<file path="src/logic/pmra_regs.svh">
`ifndef PMRA_REGS_SVH
`define PMRA_REGS_SVH

// Command codes driven on the command/byte-enable lines
`define PMRA_CMD_IACK      4'h0
`define PMRA_CMD_IO_RD     4'h2
`define PMRA_CMD_IO_WR     4'h3
`define PMRA_CMD_MEM_RD    4'h6
`define PMRA_CMD_MEM_WR    4'h7
`define PMRA_CMD_CFG_RD    4'hA
`define PMRA_CMD_CFG_WR    4'hB
`define PMRA_CMD_MEM_RDM   4'hC
`define PMRA_CMD_MEM_RDL   4'hE
// Codes this master must never present
`define PMRA_CMD_SPECIAL   4'h1
`define PMRA_CMD_DAC       4'hD
`define PMRA_CMD_MWI       4'hF
// Write-invalidate enable is hard-wired to zero
`define PMRA_WRITE_INVALIDATE_ENABLE_VALUE  1'b0
// Field widths
`define PMRA_ADDR_W        32
`define PMRA_SIZE_W        5
// Idle value of byte-enable lines between phases
`define PMRA_CBE_IDLE      4'hF

`endif

</file>
<file path="src/logic/pmra_pkg.sv">
package pmra_pkg;

    // Source of a transfer request
    typedef enum logic [1:0] {
        PMRA_SRC_PROC = 2'h1,
        PMRA_SRC_ALT = 2'h2
    } pmra_src_type;

    // Kind of transfer the source asks for
    typedef enum logic [3:0] {
        PMRA_OP_IO_RD = 4'h0,
        PMRA_OP_IO_WR = 4'h1,
        PMRA_OP_MEM_RD = 4'h2,
        PMRA_OP_MEM_WR = 4'h3,
        PMRA_OP_MEM_RDM = 4'h4,
        PMRA_OP_MEM_RDL = 4'h5,
        PMRA_OP_IACK = 4'h6,
        PMRA_OP_CFG_RD = 4'h7,
        PMRA_OP_CFG_WR = 4'h8
    } pmra_op_type;

    // Request bundle from the processor bus or alternate port
    typedef struct packed {
        logic [31:0] addr;
        pmra_op_type op;
        pmra_src_type src;
        logic translation_enable;
        logic [4:0] block_size;
        logic [31:0] xlat_offset;
    } pmra_req_type;

    // Address phase bundle presented on the bus
    typedef struct packed {
        logic [31:0] addr;
        logic [3:0] cmd;
    } pmra_addr_type;

endpackage

</file>
<file path="src/logic/pmra_master.sv">
`timescale 1ns/1ps
`include "pmra_regs.svh"

// Functional notes
// [RL1] Each processor bus or alternate port transfer raises a bus request.
// [RL2] With the on-chip arbiter on, the request never reaches the pin.
// [RL3] Arbiter off: the pin carries the request and outside logic grants it.
// [RL4] The on-chip arbiter parks its grant here while no other master asks.
// [RL5] Once requested and granted, the master asserts frame to start.
// [RL6] The address phase drives the command code on the four command lines.
// [RL7] I/O read is code 0010 and I/O write is code 0011.
// [RL8] Memory read 0110, write 0111, read multiple 1100, read line 1110.
// [RL9] Interrupt acknowledge 0000, configuration read 1010, write 1011.
// [RL10] Special cycle, dual address and reserved codes are never issued.
// [RL11] Write-and-invalidate is never issued and its enable bit reads zero.
// [RL12] Translation applies when the source image enables it.
// [RL13] Translation uses the source address, the block size and the offset.
// [RL14] Without translation the bus address equals the source address.
// [RL15] Translated: high bits from the offset, bits inside the block from source.
// [RL16] No transaction starts unless bus master enable is set.
// [RL17] The device is never master and target on the bus at the same time.
module pmra_master (
    input wire logic clk_sys_i,
    input wire logic rst_b_i,
    input wire logic req_valid_i,
    input wire pmra_pkg::pmra_req_type req_i,
    input wire logic bus_master_enable_i,
    input wire logic arb_internal_i,
    input wire logic other_req_i,
    input wire logic target_busy_i,
    input wire logic pci_grant_n_i,
    input wire logic addr_done_i,
    output logic req_ready_o,
    output logic pci_req_n_o,
    output logic int_req_o,
    output logic int_grant_o,
    output logic pci_frame_n_o,
    output logic pci_frame_oe_o,
    output logic [3:0] pci_cmd_byte_en_n_o,
    output logic pci_cmd_oe_o,
    output logic [31:0] pci_ad_o,
    output logic pci_ad_oe_o,
    output logic master_active_o,
    output logic write_invalidate_enable_o
);
    import pmra_pkg::*;

    typedef enum logic [2:0] {
        ST_IDLE = 3'h1,
        ST_REQ = 3'h2,
        ST_ADDR = 3'h4
    } pmra_state_type;

    pmra_state_type state;
    pmra_state_type next_state;
    pmra_req_type held;
    pmra_addr_type next_phase;

    // Address mask: ones below the block size keep the source bits
    wire [31:0] low_mask;
    wire [31:0] xlat_addr;
    wire [31:0] bus_addr;
    wire [3:0] cmd_code;
    wire grant_seen;
    wire int_grant;
    wire may_start;
    wire req_granted;

    assign low_mask = (32'h1 << held.block_size) - 32'h1;
    assign xlat_addr = (held.xlat_offset & ~low_mask)
        | (held.addr & low_mask); // see [RL13] [RL15]
    assign bus_addr = held.translation_enable ? xlat_addr
        : held.addr; // see [RL12] [RL14]

    // Command decode; unknown ops fall back to a safe memory read so
    // no forbidden code can ever leave the block
    assign cmd_code =
        (held.op == PMRA_OP_IO_RD)   ? `PMRA_CMD_IO_RD :    // see [RL7]
        (held.op == PMRA_OP_IO_WR)   ? `PMRA_CMD_IO_WR :
        (held.op == PMRA_OP_MEM_WR)  ? `PMRA_CMD_MEM_WR :   // see [RL8]
        (held.op == PMRA_OP_MEM_RDM) ? `PMRA_CMD_MEM_RDM :
        (held.op == PMRA_OP_MEM_RDL) ? `PMRA_CMD_MEM_RDL :
        (held.op == PMRA_OP_IACK)    ? `PMRA_CMD_IACK :     // see [RL9]
        (held.op == PMRA_OP_CFG_RD)  ? `PMRA_CMD_CFG_RD :
        (held.op == PMRA_OP_CFG_WR)  ? `PMRA_CMD_CFG_WR :
        `PMRA_CMD_MEM_RD; // see [RL10] [RL11]

    assign next_phase.addr = bus_addr;
    assign next_phase.cmd = cmd_code;

    // Internal arbiter grants us when we ask, or parks here when idle
    assign int_grant = arb_internal_i
        & ((state == ST_REQ) | ~other_req_i);               // see [RL4]
    assign grant_seen = arb_internal_i ? int_grant
        : ~pci_grant_n_i;                                   // see [RL3]
    // Never start while acting as target on this bus
    assign may_start = bus_master_enable_i
        & ~target_busy_i; // see [RL16] [RL17]
    // Request state meeting a grant: the edge before frame falls
    assign req_granted = (state == ST_REQ) & grant_seen;

    // Sequencer: idle, arbitrate, then hold the address phase
    always_comb begin
        next_state = state;
        case (state)
            ST_IDLE: begin
                if (req_valid_i && may_start) begin
                    next_state = ST_REQ;                    // see [RL1]
                end
            end
            ST_REQ: begin
                if (!may_start) begin
                    next_state = ST_IDLE;
                end else if (grant_seen) begin
                    next_state = ST_ADDR;                   // see [RL5]
                end
            end
            ST_ADDR: begin
                if (addr_done_i) begin
                    next_state = ST_IDLE;
                end
            end
            default: next_state = ST_IDLE;
        endcase
    end

    always_ff @(posedge clk_sys_i) begin
        if (!rst_b_i) begin
            state <= ST_IDLE;
        end else begin
            state <= next_state;
        end
    end

    // Capture the request as it is accepted
    always_ff @(posedge clk_sys_i) begin
        if (!rst_b_i) begin
            held <= '0;
        end else if (state == ST_IDLE && req_valid_i && may_start) begin
            held <= req_i;
        end
    end

    // Registered pin drivers; request routed by arbiter mode
    always_ff @(posedge clk_sys_i) begin
        if (!rst_b_i) begin
            pci_req_n_o <= 1'b1;
            int_req_o <= 1'b0;
            int_grant_o <= 1'b0;
            pci_frame_n_o <= 1'b1;
            pci_frame_oe_o <= 1'b0;
            pci_cmd_byte_en_n_o <= `PMRA_CBE_IDLE;
            pci_cmd_oe_o <= 1'b0;
            pci_ad_o <= 32'h0;
            pci_ad_oe_o <= 1'b0;
            master_active_o <= 1'b0;
            req_ready_o <= 1'b0;
        end else begin
            pci_req_n_o <= ~((next_state == ST_REQ)
                & ~arb_internal_i);                         // see [RL3]
            int_req_o <= (next_state == ST_REQ)
                & arb_internal_i;                           // see [RL2]
            int_grant_o <= int_grant;                       // see [RL4]
            pci_frame_n_o <= ~(next_state == ST_ADDR);      // see [RL5]
            pci_frame_oe_o <= (next_state == ST_ADDR);
            pci_cmd_byte_en_n_o <= (next_state == ST_ADDR)
                ? next_phase.cmd : `PMRA_CBE_IDLE;          // see [RL6]
            pci_cmd_oe_o <= (next_state == ST_ADDR);
            pci_ad_o <= (next_state == ST_ADDR) ? next_phase.addr : 32'h0;
            pci_ad_oe_o <= (next_state == ST_ADDR);
            master_active_o <= (next_state != ST_IDLE);     // see [RL17]
            req_ready_o <= (next_state == ST_IDLE);
        end
    end

    // Hard-wired zero, never writable
    always_ff @(posedge clk_sys_i) begin
        write_invalidate_enable_o <= `PMRA_WRITE_INVALIDATE_ENABLE_VALUE;    // see [RL11]
    end

    chk_no_bad_cmd: assert property ( // see [RL10]
        @(posedge clk_sys_i) disable iff (!rst_b_i)
        !pci_cmd_oe_o || (pci_cmd_byte_en_n_o != `PMRA_CMD_SPECIAL
            && pci_cmd_byte_en_n_o != `PMRA_CMD_DAC
            && pci_cmd_byte_en_n_o != 4'h4
            && pci_cmd_byte_en_n_o != 4'h5
            && pci_cmd_byte_en_n_o != 4'h8
            && pci_cmd_byte_en_n_o != 4'h9))
        else $error("forbidden command code driven");
    chk_no_mwi_cmd: assert property ( // see [RL11]
        @(posedge clk_sys_i) disable iff (!rst_b_i)
        !pci_cmd_oe_o || pci_cmd_byte_en_n_o != `PMRA_CMD_MWI)
        else $error("write and invalidate issued");
    chk_frame_needs_bm: assert property ( // see [RL16]
        @(posedge clk_sys_i) disable iff (!rst_b_i)
        $fell(pci_frame_n_o) |-> $past(bus_master_enable_i))
        else $error("frame started without bus master enable");
    chk_frame_after_gnt: assert property ( // see [RL5]
        @(posedge clk_sys_i) disable iff (!rst_b_i)
        $fell(pci_frame_n_o) |-> $past(req_granted))
        else $error("frame without prior grant");
    chk_pin_req_ext: assert property ( // see [RL2]
        @(posedge clk_sys_i) disable iff (!rst_b_i)
        $past(arb_internal_i) |-> pci_req_n_o)
        else $error("pin request driven with internal arbiter");
    chk_ext_req_shown: assert property ( // see [RL3]
        @(posedge clk_sys_i) disable iff (!rst_b_i)
        (state == ST_REQ && !arb_internal_i && may_start && pci_grant_n_i)
        |=> !pci_req_n_o)
        else $error("external request not shown");
    chk_req_raised: assert property ( // see [RL1]
        @(posedge clk_sys_i) disable iff (!rst_b_i)
        (state == ST_IDLE && req_valid_i && may_start) |=>
        (state == ST_REQ) ##0 (int_req_o || !pci_req_n_o))
        else $error("request not raised");
    chk_park_idle: assert property ( // see [RL4]
        @(posedge clk_sys_i) disable iff (!rst_b_i)
        (arb_internal_i && !other_req_i) |=> int_grant_o)
        else $error("bus not parked");
    chk_plain_addr: assert property ( // see [RL14]
        @(posedge clk_sys_i) disable iff (!rst_b_i)
        ($fell(pci_frame_n_o) && !held.translation_enable)
        |-> pci_ad_o == held.addr)
        else $error("untranslated address differs");
    chk_xlat_addr: assert property ( // see [RL15]
        @(posedge clk_sys_i) disable iff (!rst_b_i)
        ($fell(pci_frame_n_o) && held.translation_enable)
        |-> ((pci_ad_o ^ held.addr) & low_mask) == 32'h0
            && ((pci_ad_o ^ held.xlat_offset) & ~low_mask) == 32'h0)
        else $error("translated address wrong");
    chk_io_codes: assert property ( // see [RL7]
        @(posedge clk_sys_i) disable iff (!rst_b_i)
        ($fell(pci_frame_n_o) && held.op == PMRA_OP_IO_WR)
        |-> pci_cmd_byte_en_n_o == 4'h3)
        else $error("io write code wrong");

endmodule // pmra_master

</file>
<file path="config.mk">
export PLATFORM = sky130hd
export DESIGN_NAME = pmra_master
export DESIGN_NICKNAME = d
export VERILOG_FILES = /design/src/logic/pmra_pkg.sv /design/src/logic/pmra_master.sv
export VERILOG_INCLUDE_DIRS = /design/src /design/src/logic
export SDC_FILE = /design/constraint.sdc
export NUM_CORES = 1
export LEC_CHECK = 0
export BUFFER_PORTS_ARGS = -buffer_cell sky130_fd_sc_hd__buf_2
export CAP_MARGIN = 20
export CORE_MARGIN = 2
export CORE_UTILIZATION = 52
export DETAILED_ROUTE_END_ITERATION = 10
export PLACE_DENSITY = 0.76
export SYNTH_ARGS = -nofsm -noshare
export SYNTH_HDL_FRONTEND = slang
export SYNTH_SLANG_ARGS = --single-unit
</file>
<file path="constraint.sdc">
create_clock -name clk_sys_i -period 2.9 [get_ports clk_sys_i]
set_input_delay 0.58 -clock clk_sys_i [delete_from_list [all_inputs] [get_ports clk_sys_i]]
set_output_delay 0.58 -clock clk_sys_i [all_outputs]
set_load 0.05 [all_outputs]
</file>
======== Word level (Yosys, flattened, before mapping) ========
Cells that the tools add are included.
cells by class
  bitwise logic cells ..................... 16
  add/subtract/negate cells ............... 1
  equality and inequality tests ........... 14
  mux-type cells .......................... 15
  reduce and logical (&&, ||, !) cells .... 6
  shift operators ......................... 1
operator list
  operator                                                                number
  32-bit bitwise AND                                                      2
  32-bit two-way mux                                                      1
  4-bit two-way mux                                                       8
  32-bit NOT                                                              1
  32-bit OR                                                               1
  1-bit by 5-bit left shift with 32-bit output (first input constant)     1
  32-bit by 1-bit subtractor with 32-bit output (second input constant)   1
  4-bit by 3-bit equality test with 1-bit output (second input constant)  4
  3-bit two-way mux                                                       4
  3-bit case mux with 3 select lines                                      1
  1-bit NOT                                                               7
  3-bit by 1-bit equality test with 1-bit output (second input constant)  2
  3-bit by 2-bit equality test with 1-bit output (second input constant)  2
  3-bit equality test (second input constant)                             2
  5-bit OR reduction                                                      1
  1-bit bitwise AND                                                       4
  4-bit by 1-bit equality test with 1-bit output (second input constant)  1
  4-bit by 2-bit equality test with 1-bit output (second input constant)  1
  4-bit equality test (second input constant)                             1
  4-bit logical NOT                                                       1
  1-bit logical AND                                                       3
  3-bit by 1-bit != test with 1-bit output (second input constant)        1
  2-bit AND reduction                                                     1
  1-bit two-way mux                                                       1
  1-bit OR                                                                1
storage, ports and cells
  register bits after elaboration ......... 120
  output and inout bits ................... 46
  input port bits ......................... 85

======== Depth between registers and ports, before layout ========
Gate-level depths: netlist of the first run.
  depth in word-level cells ............... 10
  depth in mapped cells ................... 11
  depth with buffers taken out ............ 8

======== Worst setup path before layout of the first run ========
Ideal clock, no wire load.
  path type ............................... register to register
  start point ............................. register held[32] (netlist bit)
  end point ............................... register pci_ad_o[20]
  slack ................................... 0.747 ns
  required time ........................... 2.786 ns
  stages on the path, launching flop included .. 11
  clock period less this slack ............ 2.153 ns
  arrival ................................. 2.039 ns
  path through ............................ dfxtp_1 > buf_4 > nor3_1 > nand2_1 > ha_1 > buf_2 > o21ai_1 > o21ai_1 > a311oi_1 > mux2i_1 > nor2_1
on the way
  cells in the longest elaborated chain, start to end .. 6
  elaborated cells on any way between the ends .. 7
RTL lines
  element                                          RTL line            source
  start: declaration                               pmra_master.sv:56   pmra_req_type held;
  start signal: assignment                         pmra_master.sv:140  held <= req_i;
  1-bit by 5-bit left shift with 32-bit output *   pmra_master.sv:69   assign low_mask = (32'h1 << held.block_size) - 32'h1;
  32-bit by 1-bit subtractor with 32-bit output *  pmra_master.sv:69
  32-bit NOT                                       pmra_master.sv:70   assign xlat_addr = (held.xlat_offset & ~low_mask)
  32-bit bitwise AND                               pmra_master.sv:70
  32-bit OR *                                      pmra_master.sv:71   | (held.addr & low_mask);
  32-bit two-way mux *                             pmra_master.sv:72   assign bus_addr = held.translation_enable ? xlat_addr
  end signal: assignment                           pmra_master.sv:169  pci_ad_o <= (next_state == ST_ADDR) ? next_phase.addr : 32'h0;
  end: declaration                                 pmra_master.sv:41   output logic [31:0] pci_ad_o,
Mark *: on every way between the ends. The rest lies on a longest branch, timed or not.
A chain may end at the register's enable or synchronous reset.

======== Worst setup path in the final report of the first run ========
Ends and elaborated chain as after synthesis.

==> flow_results.xml, run 1 <==
<?xml version="1.0" encoding="UTF-8"?>
<metrics>
  <group name="run_status">
    <metric name="run_status" unit="">completed</metric>
  </group>
  <group name="floorplanning">
    <metric name="placement_rows" unit="">35</metric>
    <metric name="design.die.area" unit="um2">10300</metric>
    <metric name="core_area" unit="um2">9200</metric>
    <metric name="die_y" unit="um">101</metric>
    <metric name="die_width" unit="um">101</metric>
    <metric name="start_util" unit="%">53.5</metric>
    <metric name="ioPinCount" unit="">131</metric>
  </group>
  <group name="setup_path">
    <metric name="worstPathRequired" unit="ns">3.29</metric>
    <metric name="cp-start-kind" unit="">flop</metric>
    <metric name="timing_worst_setup_path_type" unit="">reg -&gt; reg</metric>
    <metric name="end_kind" unit="">flop</metric>
    <metric name="timing.critical_path.arrival" unit="ns">2.86</metric>
    <metric name="regToRegSetupSlack" unit="ns">0.43</metric>
    <metric name="crit_fanout" unit="">17</metric>
  </group>
  <group name="grt">
    <metric name="grt_start_max_net_pins" unit="">78</metric>
    <metric name="antenna_violations_before_repair" unit="">0</metric>
    <metric name="grt_pass1_vias" unit="">4090</metric>
    <metric name="total_routing_usage_reported_by_global_routing" unit="%">23.2</metric>
    <metric name="grt_pass1_wl" unit="um">18800</metric>
    <metric name="grt_remaining_overflow" unit="">0</metric>
  </group>
  <group name="synthesis">
    <metric name="synth.lib_cells_used.distinct" unit="">46</metric>
    <metric name="yosys-top-cells-count" unit="">sky130_fd_sc_hd__nand2_1, sky130_fd_sc_hd__dfxtp_1, sky130_fd_sc_hd__a21boi_1, sky130_fd_sc_hd__nor2_1, sky130_fd_sc_hd__mux2i_1</metric>
    <metric name="yosysWarnings" unit="">0</metric>
    <metric name="async_flop_share" unit="%">0</metric>
    <metric name="synth.largest_area_cell" unit="">sky130_fd_sc_hd__dfxtp_1</metric>
    <metric name="ys_top_cells_by_area" unit="">sky130_fd_sc_hd__dfxtp_1, sky130_fd_sc_hd__nand2_1, sky130_fd_sc_hd__a21boi_1</metric>
    <metric name="postSynthRegisterBits" unit="">120</metric>
    <metric name="synth_edf_count" unit="">0</metric>
    <metric name="seq_area_frac_synth" unit="%">48.8</metric>
    <metric name="synth_fp_nets" unit="">672</metric>
    <metric name="syn-cell-area" unit="um2">4920</metric>
    <metric name="netlist.area_leader.share" unit="%">48.8</metric>
    <metric name="yosys.cell_count.top_type" unit="">sky130_fd_sc_hd__nand2_1</metric>
    <metric name="syn_avg_cell_area" unit="um2">8.40</metric>
    <metric name="netlist_instances" unit="">586</metric>
    <metric name="most_instantiated_flip_flop_cell_in_the_synthesis_netlist" unit="">sky130_fd_sc_hd__dfxtp_1</metric>
  </group>
  <group name="sta">
    <metric name="min_period_over_period" unit="%">85.2</metric>
    <metric name="grt_setup_unrepaired" unit="">false</metric>
    <metric name="maxSlewHeadroom" unit="%">60.1</metric>
    <metric name="worst_hold_slack" unit="ns">0.232</metric>
    <metric name="min_period" unit="ns">2.47</metric>
    <metric name="setup_viol" unit="">0</metric>
    <metric name="hold_violations" unit="">0</metric>
    <metric name="final_worst_path_setup_slack" unit="ns">0.428</metric>
    <metric name="slew_violations" unit="">0</metric>
    <metric name="final.setup.tns" unit="ns">0</metric>
    <metric name="max_freq" unit="GHz">0.405</metric>
    <metric name="finClkSkew" unit="ns">0.00944</metric>
    <metric name="max_slew.worst_pin.slew" unit="ns">0.598</metric>
  </group>
  <group name="power_and_ir_drop">
    <metric name="sw_frac_of_total" unit="%">24.2</metric>
    <metric name="combinationalPowerShare" unit="%">7.2</metric>
    <metric name="seqPwrFrac" unit="%">43.6</metric>
    <metric name="max-vdd-ir-drop" unit="uV">291</metric>
    <metric name="p_leak" unit="nW">2.50</metric>
    <metric name="switching_power" unit="uW">949</metric>
    <metric name="clkPwrFrac" unit="%">49.2</metric>
    <metric name="cell_internal_pwr" unit="mW">2.97</metric>
    <metric name="powerDensity" unit="nW/um2">641</metric>
  </group>
  <group name="clocking">
    <metric name="h_tree_depth" unit="">4</metric>
    <metric name="clk_pin_slew" unit="ns">0.06</metric>
    <metric name="cts_hold_buf" unit="">0</metric>
    <metric name="cts_tree" unit="">yes</metric>
    <metric name="cts_made_buffers" unit="">17</metric>
    <metric name="ctsResizeCount" unit="">0</metric>
    <metric name="cts_setup_buffers" unit="">0</metric>
    <metric name="clock-root-buffer" unit="">sky130_fd_sc_hd__clkbuf_8</metric>
    <metric name="clkLatencyLatePin" unit="ns">0.52</metric>
    <metric name="cts.sink_count" unit="">120</metric>
    <metric name="clock_path_buffers" unit="">2</metric>
  </group>
  <group name="layout">
    <metric name="area.sequential" unit="um2">2400</metric>
    <metric name="multi_input_area" unit="um2">2250</metric>
    <metric name="final_design_area_no_fill" unit="um2">6110</metric>
    <metric name="antenna-diode-count" unit="">0</metric>
    <metric name="layout_overhead_on_the_synthesized_area" unit="%">24.2</metric>
    <metric name="final.fill_count" unit="">791</metric>
    <metric name="nNetsFinal" unit="">787</metric>
    <metric name="final_layout_size_suffix_gt1_share" unit="%">25.5</metric>
    <metric name="utilization" unit="%">66.5</metric>
  </group>
  <group name="drt">
    <metric name="postRouteWirelength" unit="um">11500</metric>
    <metric name="detail_route.first_pass.iterations" unit="">4</metric>
    <metric name="dr_total_vias" unit="">4361</metric>
    <metric name="drc" unit="">0</metric>
    <metric name="average_wire_per_standard_cell" unit="um">14.0</metric>
    <metric name="drt_iter0_markers" unit="">215</metric>
    <metric name="detail_route.vias_per_cell" unit="">5.29</metric>
    <metric name="ant_nets" unit="">0</metric>
  </group>
  <group name="job">
    <metric name="maxCapViolCount" unit="">0</metric>
  </group>
  <group name="placed_design">
    <metric name="placement.io_buffers" unit="">127</metric>
    <metric name="placed_cell_area" unit="um2">5560</metric>
    <metric name="gp_congestion" unit="">0.844</metric>
    <metric name="place_ws" unit="ns">0.448</metric>
    <metric name="hpwlAfterDp" unit="um">7810</metric>
  </group>
  <group name="min_path">
    <metric name="min-delay-path-class" unit="">in -&gt; reg</metric>
  </group>
</metrics>
[cell usage in the layout, fill, tap and decap left out, types with 2 or more instances in the layout]
| cell | count |
|---|---|
| sky130_fd_sc_hd__nand4_1 | 4 |
| sky130_fd_sc_hd__nor2_2 | 2 |
| sky130_fd_sc_hd__clkinv_4 | 3 |
| sky130_fd_sc_hd__and2_1 | 3 |
| sky130_fd_sc_hd__inv_6 | 3 |
| sky130_fd_sc_hd__clkinvlp_4 | 3 |
| sky130_fd_sc_hd__clkbuf_16 | 16 |
| sky130_fd_sc_hd__nand2_1 | 180 |
| sky130_fd_sc_hd__nor2_1 | 33 |
| sky130_fd_sc_hd__buf_2 | 127 |
| sky130_fd_sc_hd__inv_1 | 5 |
| sky130_fd_sc_hd__nand3_1 | 13 |
| sky130_fd_sc_hd__o21ai_0 | 8 |
| sky130_fd_sc_hd__o21ai_1 | 10 |
| sky130_fd_sc_hd__mux2i_1 | 22 |
| sky130_fd_sc_hd__a21boi_1 | 74 |
| sky130_fd_sc_hd__a21oi_1 | 19 |
| sky130_fd_sc_hd__nor3b_1 | 3 |
| sky130_fd_sc_hd__or3_1 | 4 |
| sky130_fd_sc_hd__clkinv_2 | 4 |
| sky130_fd_sc_hd__nor2b_1 | 5 |
| sky130_fd_sc_hd__clkbuf_8 | 2 |
| sky130_fd_sc_hd__a221o_1 | 2 |
| sky130_fd_sc_hd__buf_4 | 11 |
| sky130_fd_sc_hd__a31oi_1 | 5 |
| sky130_fd_sc_hd__nand2b_1 | 3 |
| sky130_fd_sc_hd__nor3_1 | 4 |
| sky130_fd_sc_hd__inv_2 | 3 |
| sky130_fd_sc_hd__dfxtp_1 | 120 |
[worst paths after layout]
kind,cells past startpoint,from,to
max,8,held[32],pci_ad_o[20]
min,2,other_req_i,int_grant_o
max reg2reg,8,held[32],pci_ad_o[20]
min reg2reg,2,held[30],held[30]
[state kept, by name (all words and copies together), names as in the netlist]
name / flops
pci_frame_n_o: 1
master_active_o: 1
pci_cmd_byte_en_n_o: 4
state: 3
pci_ad_o: 32
pci_req_n_o: 1
held: 74
int_req_o: 1
int_grant_o: 1
req_ready_o: 1
pci_ad_oe_o: 1
[critical path: stages, from the launching register on]
cell and delay (ns):
sky130_fd_sc_hd__dfxtp_1 0.63, sky130_fd_sc_hd__nor3_1 0.15, sky130_fd_sc_hd__nand2_1 0.10, sky130_fd_sc_hd__ha_1 0.48, sky130_fd_sc_hd__or3_1 0.22, sky130_fd_sc_hd__o21ai_1 0.06, sky130_fd_sc_hd__a311oi_1 0.42, sky130_fd_sc_hd__mux2i_1 0.24
sky130_fd_sc_hd__nor2_1 0.06
[metal layers]
layer  track usage (%)  vias up  part of all wire [%]
met4              7.80        0                   1.0
li1                  -     2185                     -
met3              6.90       11                   5.6
met5                 0        -                     0
met2              37.9      123                    49
met1              29.5     2042                    45
[power groups by stage]
stage / registers, mW / clock network, mW / logic [mW]
after floorplan: 1.75 / 0 / 0.181
after global placement: 1.74 / 0 / 0.278
after detailed placement: 1.74 / 0 / 0.283
after CTS: 1.71 / 1.96 / 0.286
after global routing: 1.71 / 2.03 / 0.315
final: 1.71 / 1.93 / 0.284
[stage by stage]
step / total power [mW] / std cells
detailed placement: 2.03 / 793
global route: 4.06 / 825
finish: 3.92 / 825
global placement: 2.02 / 793
CTS: 3.96 / 825
floorplan: 1.93 / 586
[final cells by class]
type / count / share of cell area (%)
clock buffer: 18 / 7.00
clock inverter: 14 / 2.05
inverter: 8 / 0.491
multi-input combinational: 415 / 36.8
sequential: 120 / 39.3
tap: 111 / 2.27
timing repair buffer: 139 / 12.1
[cells by family (layout without fill, tap and decap cells)]
family | count (synthesis) | in the layout | synth area share [%]
compound gates | 129 | 129 | 18.2
xor+xnor | 1 | 1 | 0.178
fa+ha+maj | 1 | 1 | 0.254
buf+inv | 51 | 179 | 5.47
flops | 120 | 120 | 48.8
mux | 22 | 22 | 4.47
other cells | 1 | 1 | 0.0762
simple gates | 261 | 261 | 22.6
No activity file was read; power rests on OpenSTA's default activity.
==> run 2, diff against run 1 <==
--- a/config.mk
+++ b/config.mk
@@ -9,9 +9,10 @@
 export BUFFER_PORTS_ARGS = -buffer_cell sky130_fd_sc_hd__buf_2
 export CAP_MARGIN = 20
 export CORE_MARGIN = 2
-export CORE_UTILIZATION = 52
+export CORE_UTILIZATION = 47
 export DETAILED_ROUTE_END_ITERATION = 10
-export PLACE_DENSITY = 0.76
+export PLACE_DENSITY = 0.72
+export SKIP_LAST_GASP = 1
 export SYNTH_ARGS = -nofsm -noshare
 export SYNTH_HDL_FRONTEND = slang
 export SYNTH_SLANG_ARGS = --single-unit
==> constraint.sdc (replaced) <==
create_clock -name clk_sys_i -period 2.25 [get_ports clk_sys_i]
set_input_delay 0.45 -clock clk_sys_i [delete_from_list [all_inputs] [get_ports clk_sys_i]]
set_output_delay 0.45 -clock clk_sys_i [all_outputs]
set_load 0.05 [all_outputs]
==> flow_results.xml, run 2 (synthesized netlist as in run 1, its figures left out) <==
<?xml version="1.0" encoding="UTF-8"?>
<metrics>
  <group name="placed_design">
    <metric name="gp_congestion" unit="">0.788</metric>
    <metric name="placement.io_buffers" unit="">127</metric>
    <metric name="place.detailed.instances" unit="">823</metric>
    <metric name="placed_cell_area" unit="um2">5640</metric>
    <metric name="hpwlAfterDp" unit="um">8080</metric>
  </group>
  <group name="power_and_ir_drop">
    <metric name="cell_internal_pwr" unit="mW">3.96</metric>
    <metric name="max-vdd-ir-drop" unit="uV">412</metric>
    <metric name="seqPwrFrac" unit="%">43.1</metric>
    <metric name="clkPwrFrac" unit="%">49.4</metric>
    <metric name="p_leak" unit="nW">2.52</metric>
    <metric name="switching_power" unit="mW">1.14</metric>
    <metric name="sw_frac_of_total" unit="%">22.3</metric>
    <metric name="combinationalPowerShare" unit="%">7.4</metric>
    <metric name="powerDensity" unit="nW/um2">823</metric>
  </group>
  <group name="setup_path">
    <metric name="timing_worst_setup_path_type" unit="">reg -&gt; reg</metric>
    <metric name="end_kind" unit="">flop</metric>
    <metric name="ff2ff_path_depth" unit="">8</metric>
    <metric name="cp-startpoint" unit="">held[33]</metric>
    <metric name="crit_fanout" unit="">15</metric>
    <metric name="timing.critical_path.arrival" unit="ns">2.40</metric>
    <metric name="cp-start-kind" unit="">flop</metric>
    <metric name="worstPathRequired" unit="ns">2.64</metric>
    <metric name="worst_r2r_startpoint" unit="">held[33]</metric>
  </group>
  <group name="floorplanning">
    <metric name="die_y" unit="um">106</metric>
    <metric name="ioPinCount" unit="">131</metric>
    <metric name="placement_rows" unit="">37</metric>
    <metric name="core_area" unit="um2">10200</metric>
    <metric name="die_width" unit="um">106</metric>
    <metric name="start_util" unit="%">48.1</metric>
    <metric name="design.die.area" unit="um2">11300</metric>
  </group>
  <group name="drt">
    <metric name="dr_total_vias" unit="">4352</metric>
    <metric name="drc" unit="">0</metric>
    <metric name="ant_nets" unit="">0</metric>
    <metric name="detail_route.first_pass.iterations" unit="">4</metric>
    <metric name="drt_iter0_markers" unit="">201</metric>
    <metric name="detail_route.vias_per_cell" unit="">5.10</metric>
    <metric name="postRouteWirelength" unit="um">11900</metric>
    <metric name="average_wire_per_standard_cell" unit="um">13.9</metric>
  </group>
  <group name="sta">
    <metric name="hold_violations" unit="">0</metric>
    <metric name="grt_setup_unrepaired" unit="">false</metric>
    <metric name="finClkSkew" unit="ns">0.00764</metric>
    <metric name="final.setup.tns" unit="ns">0</metric>
    <metric name="slew_violations" unit="">0</metric>
    <metric name="max_freq" unit="GHz">0.498</metric>
    <metric name="min_period" unit="ns">2.01</metric>
    <metric name="min_period_over_period" unit="%">89.3</metric>
    <metric name="setup_viol" unit="">0</metric>
  </group>
  <group name="layout">
    <metric name="final_cell_mix" unit="">sky130_fd_sc_hd__nand2_1, sky130_fd_sc_hd__buf_2, sky130_fd_sc_hd__dfxtp_1</metric>
    <metric name="layout_top_registers" unit="">held x74, pci_ad_o x32, pci_cmd_byte_en_n_o x4</metric>
    <metric name="final_design_area_no_fill" unit="um2">6200</metric>
    <metric name="area.sequential" unit="um2">2400</metric>
    <metric name="post_layout_nonfiller_instances" unit="">854</metric>
    <metric name="mostFrequentLayoutCell" unit="">sky130_fd_sc_hd__nand2_1</metric>
    <metric name="antenna-diode-count" unit="">0</metric>
    <metric name="multi_input_area" unit="um2">2250</metric>
    <metric name="nNetsFinal" unit="">792</metric>
    <metric name="largest_reg_flops" unit="">74</metric>
    <metric name="largest_register" unit="">held</metric>
    <metric name="layout_overhead_on_the_synthesized_area" unit="%">26.0</metric>
    <metric name="final_layout_size_suffix_gt1_share" unit="%">25.5</metric>
    <metric name="utilization" unit="%">60.6</metric>
    <metric name="final.fill_count" unit="">926</metric>
  </group>
  <group name="clocking">
    <metric name="cts_tree" unit="">yes</metric>
    <metric name="cts_setup_buffers" unit="">0</metric>
    <metric name="ctsResizeCount" unit="">0</metric>
    <metric name="clock-root-buffer" unit="">sky130_fd_sc_hd__clkbuf_8</metric>
    <metric name="cts_made_buffers" unit="">17</metric>
    <metric name="cts.sink_count" unit="">120</metric>
    <metric name="clkLatencyLatePin" unit="ns">0.51</metric>
    <metric name="h_tree_depth" unit="">4</metric>
    <metric name="clock_path_buffers" unit="">2</metric>
    <metric name="cts_hold_buf" unit="">0</metric>
    <metric name="clk_pin_slew" unit="ns">0.06</metric>
  </group>
  <group name="min_path">
    <metric name="min-delay-path-class" unit="">in -&gt; reg</metric>
    <metric name="worst_hold_startpoint" unit="">other_req_i</metric>
    <metric name="holdPathStages" unit="">2</metric>
  </group>
  <group name="grt">
    <metric name="grt_pass1_vias" unit="">4117</metric>
    <metric name="antenna_violations_before_repair" unit="">0</metric>
    <metric name="grt_pass1_wl" unit="um">19000</metric>
    <metric name="grt_remaining_overflow" unit="">0</metric>
    <metric name="total_routing_usage_reported_by_global_routing" unit="%">21.1</metric>
    <metric name="grt_start_max_net_pins" unit="">78</metric>
  </group>
  <group name="run_status">
    <metric name="run_status" unit="">completed</metric>
  </group>
  <group name="job">
    <metric name="maxCapViolCount" unit="">0</metric>
  </group>
</metrics>
==> run 2: cell count changes in the layout (fill, tap and decap cells not counted), sizes merged <==
cell	delta
buf	+5
bufinv	+1
inv	-3
clkbuf	+5
clkinv	-4
==> run 2: layer usage <==
metal	vias up	global-route usage, %	routed length, um
met4	0	6.58	112
met2	128	34.6	5680
met1	2027	27.4	5380
li1	2187	-	-
met5	-	0	0
met3	10	4.97	703
==> run 2: power by group through the flow <==
stage | sequential, mW | clock, mW | combinational, mW
6_report | 2.20 | 2.52 | 0.380
5_1_grt | 2.20 | 2.67 | 0.421
4_1_cts | 2.20 | 2.55 | 0.381
3_5_place_dp | 2.24 | 0 | 0.378
3_3_place_gp | 2.24 | 0 | 0.369
2_1_floorplan | 2.25 | 0 | 0.233
==> run 2: worst paths after layout <==
| kind | endpoint | slack [ns] |
|---|---|---|
| worst min-delay path | int_grant_o | 0.11 |
| worst max-delay path | pci_ad_o[18] | 0.24 |
| worst max register to register | pci_ad_o[18] | 0.24 |
| worst min register to register | held[6] | 0.45 |
==> run 2: worst max-delay path: stages (launching register included) <==
cell and delay [ns]:
sky130_fd_sc_hd__dfxtp_1 0.35, sky130_fd_sc_hd__nor3_1 0.24, sky130_fd_sc_hd__nand2_1 0.09, sky130_fd_sc_hd__ha_2 0.26, sky130_fd_sc_hd__nor2_1 0.20, sky130_fd_sc_hd__a31oi_1 0.11
sky130_fd_sc_hd__o311ai_1 0.37, sky130_fd_sc_hd__mux2i_1 0.23, sky130_fd_sc_hd__nor2_1 0.05
==> run 2: final cells by class <==
cell class	count	area share, %
clock inverters	8	1.57
clock buffers	23	7.37
multi-input cells	415	36.4
inverters	8	0.484
repair buffers	144	12.7
flip-flops and latches	120	38.8
well taps	136	2.75
==> run 2: through the flow <==
step,total power [mW],hold WS [ns],setup slack (ns)
2_1_floorplan,2.48,0.432,0.0970
3_3_place_gp,2.61,0.440,0.195
5_1_grt,5.30,0.104,0.0266
6_report,5.10,0.107,0.241
4_1_cts,5.13,0.0965,0.117
3_5_place_dp,2.62,0.444,0.134
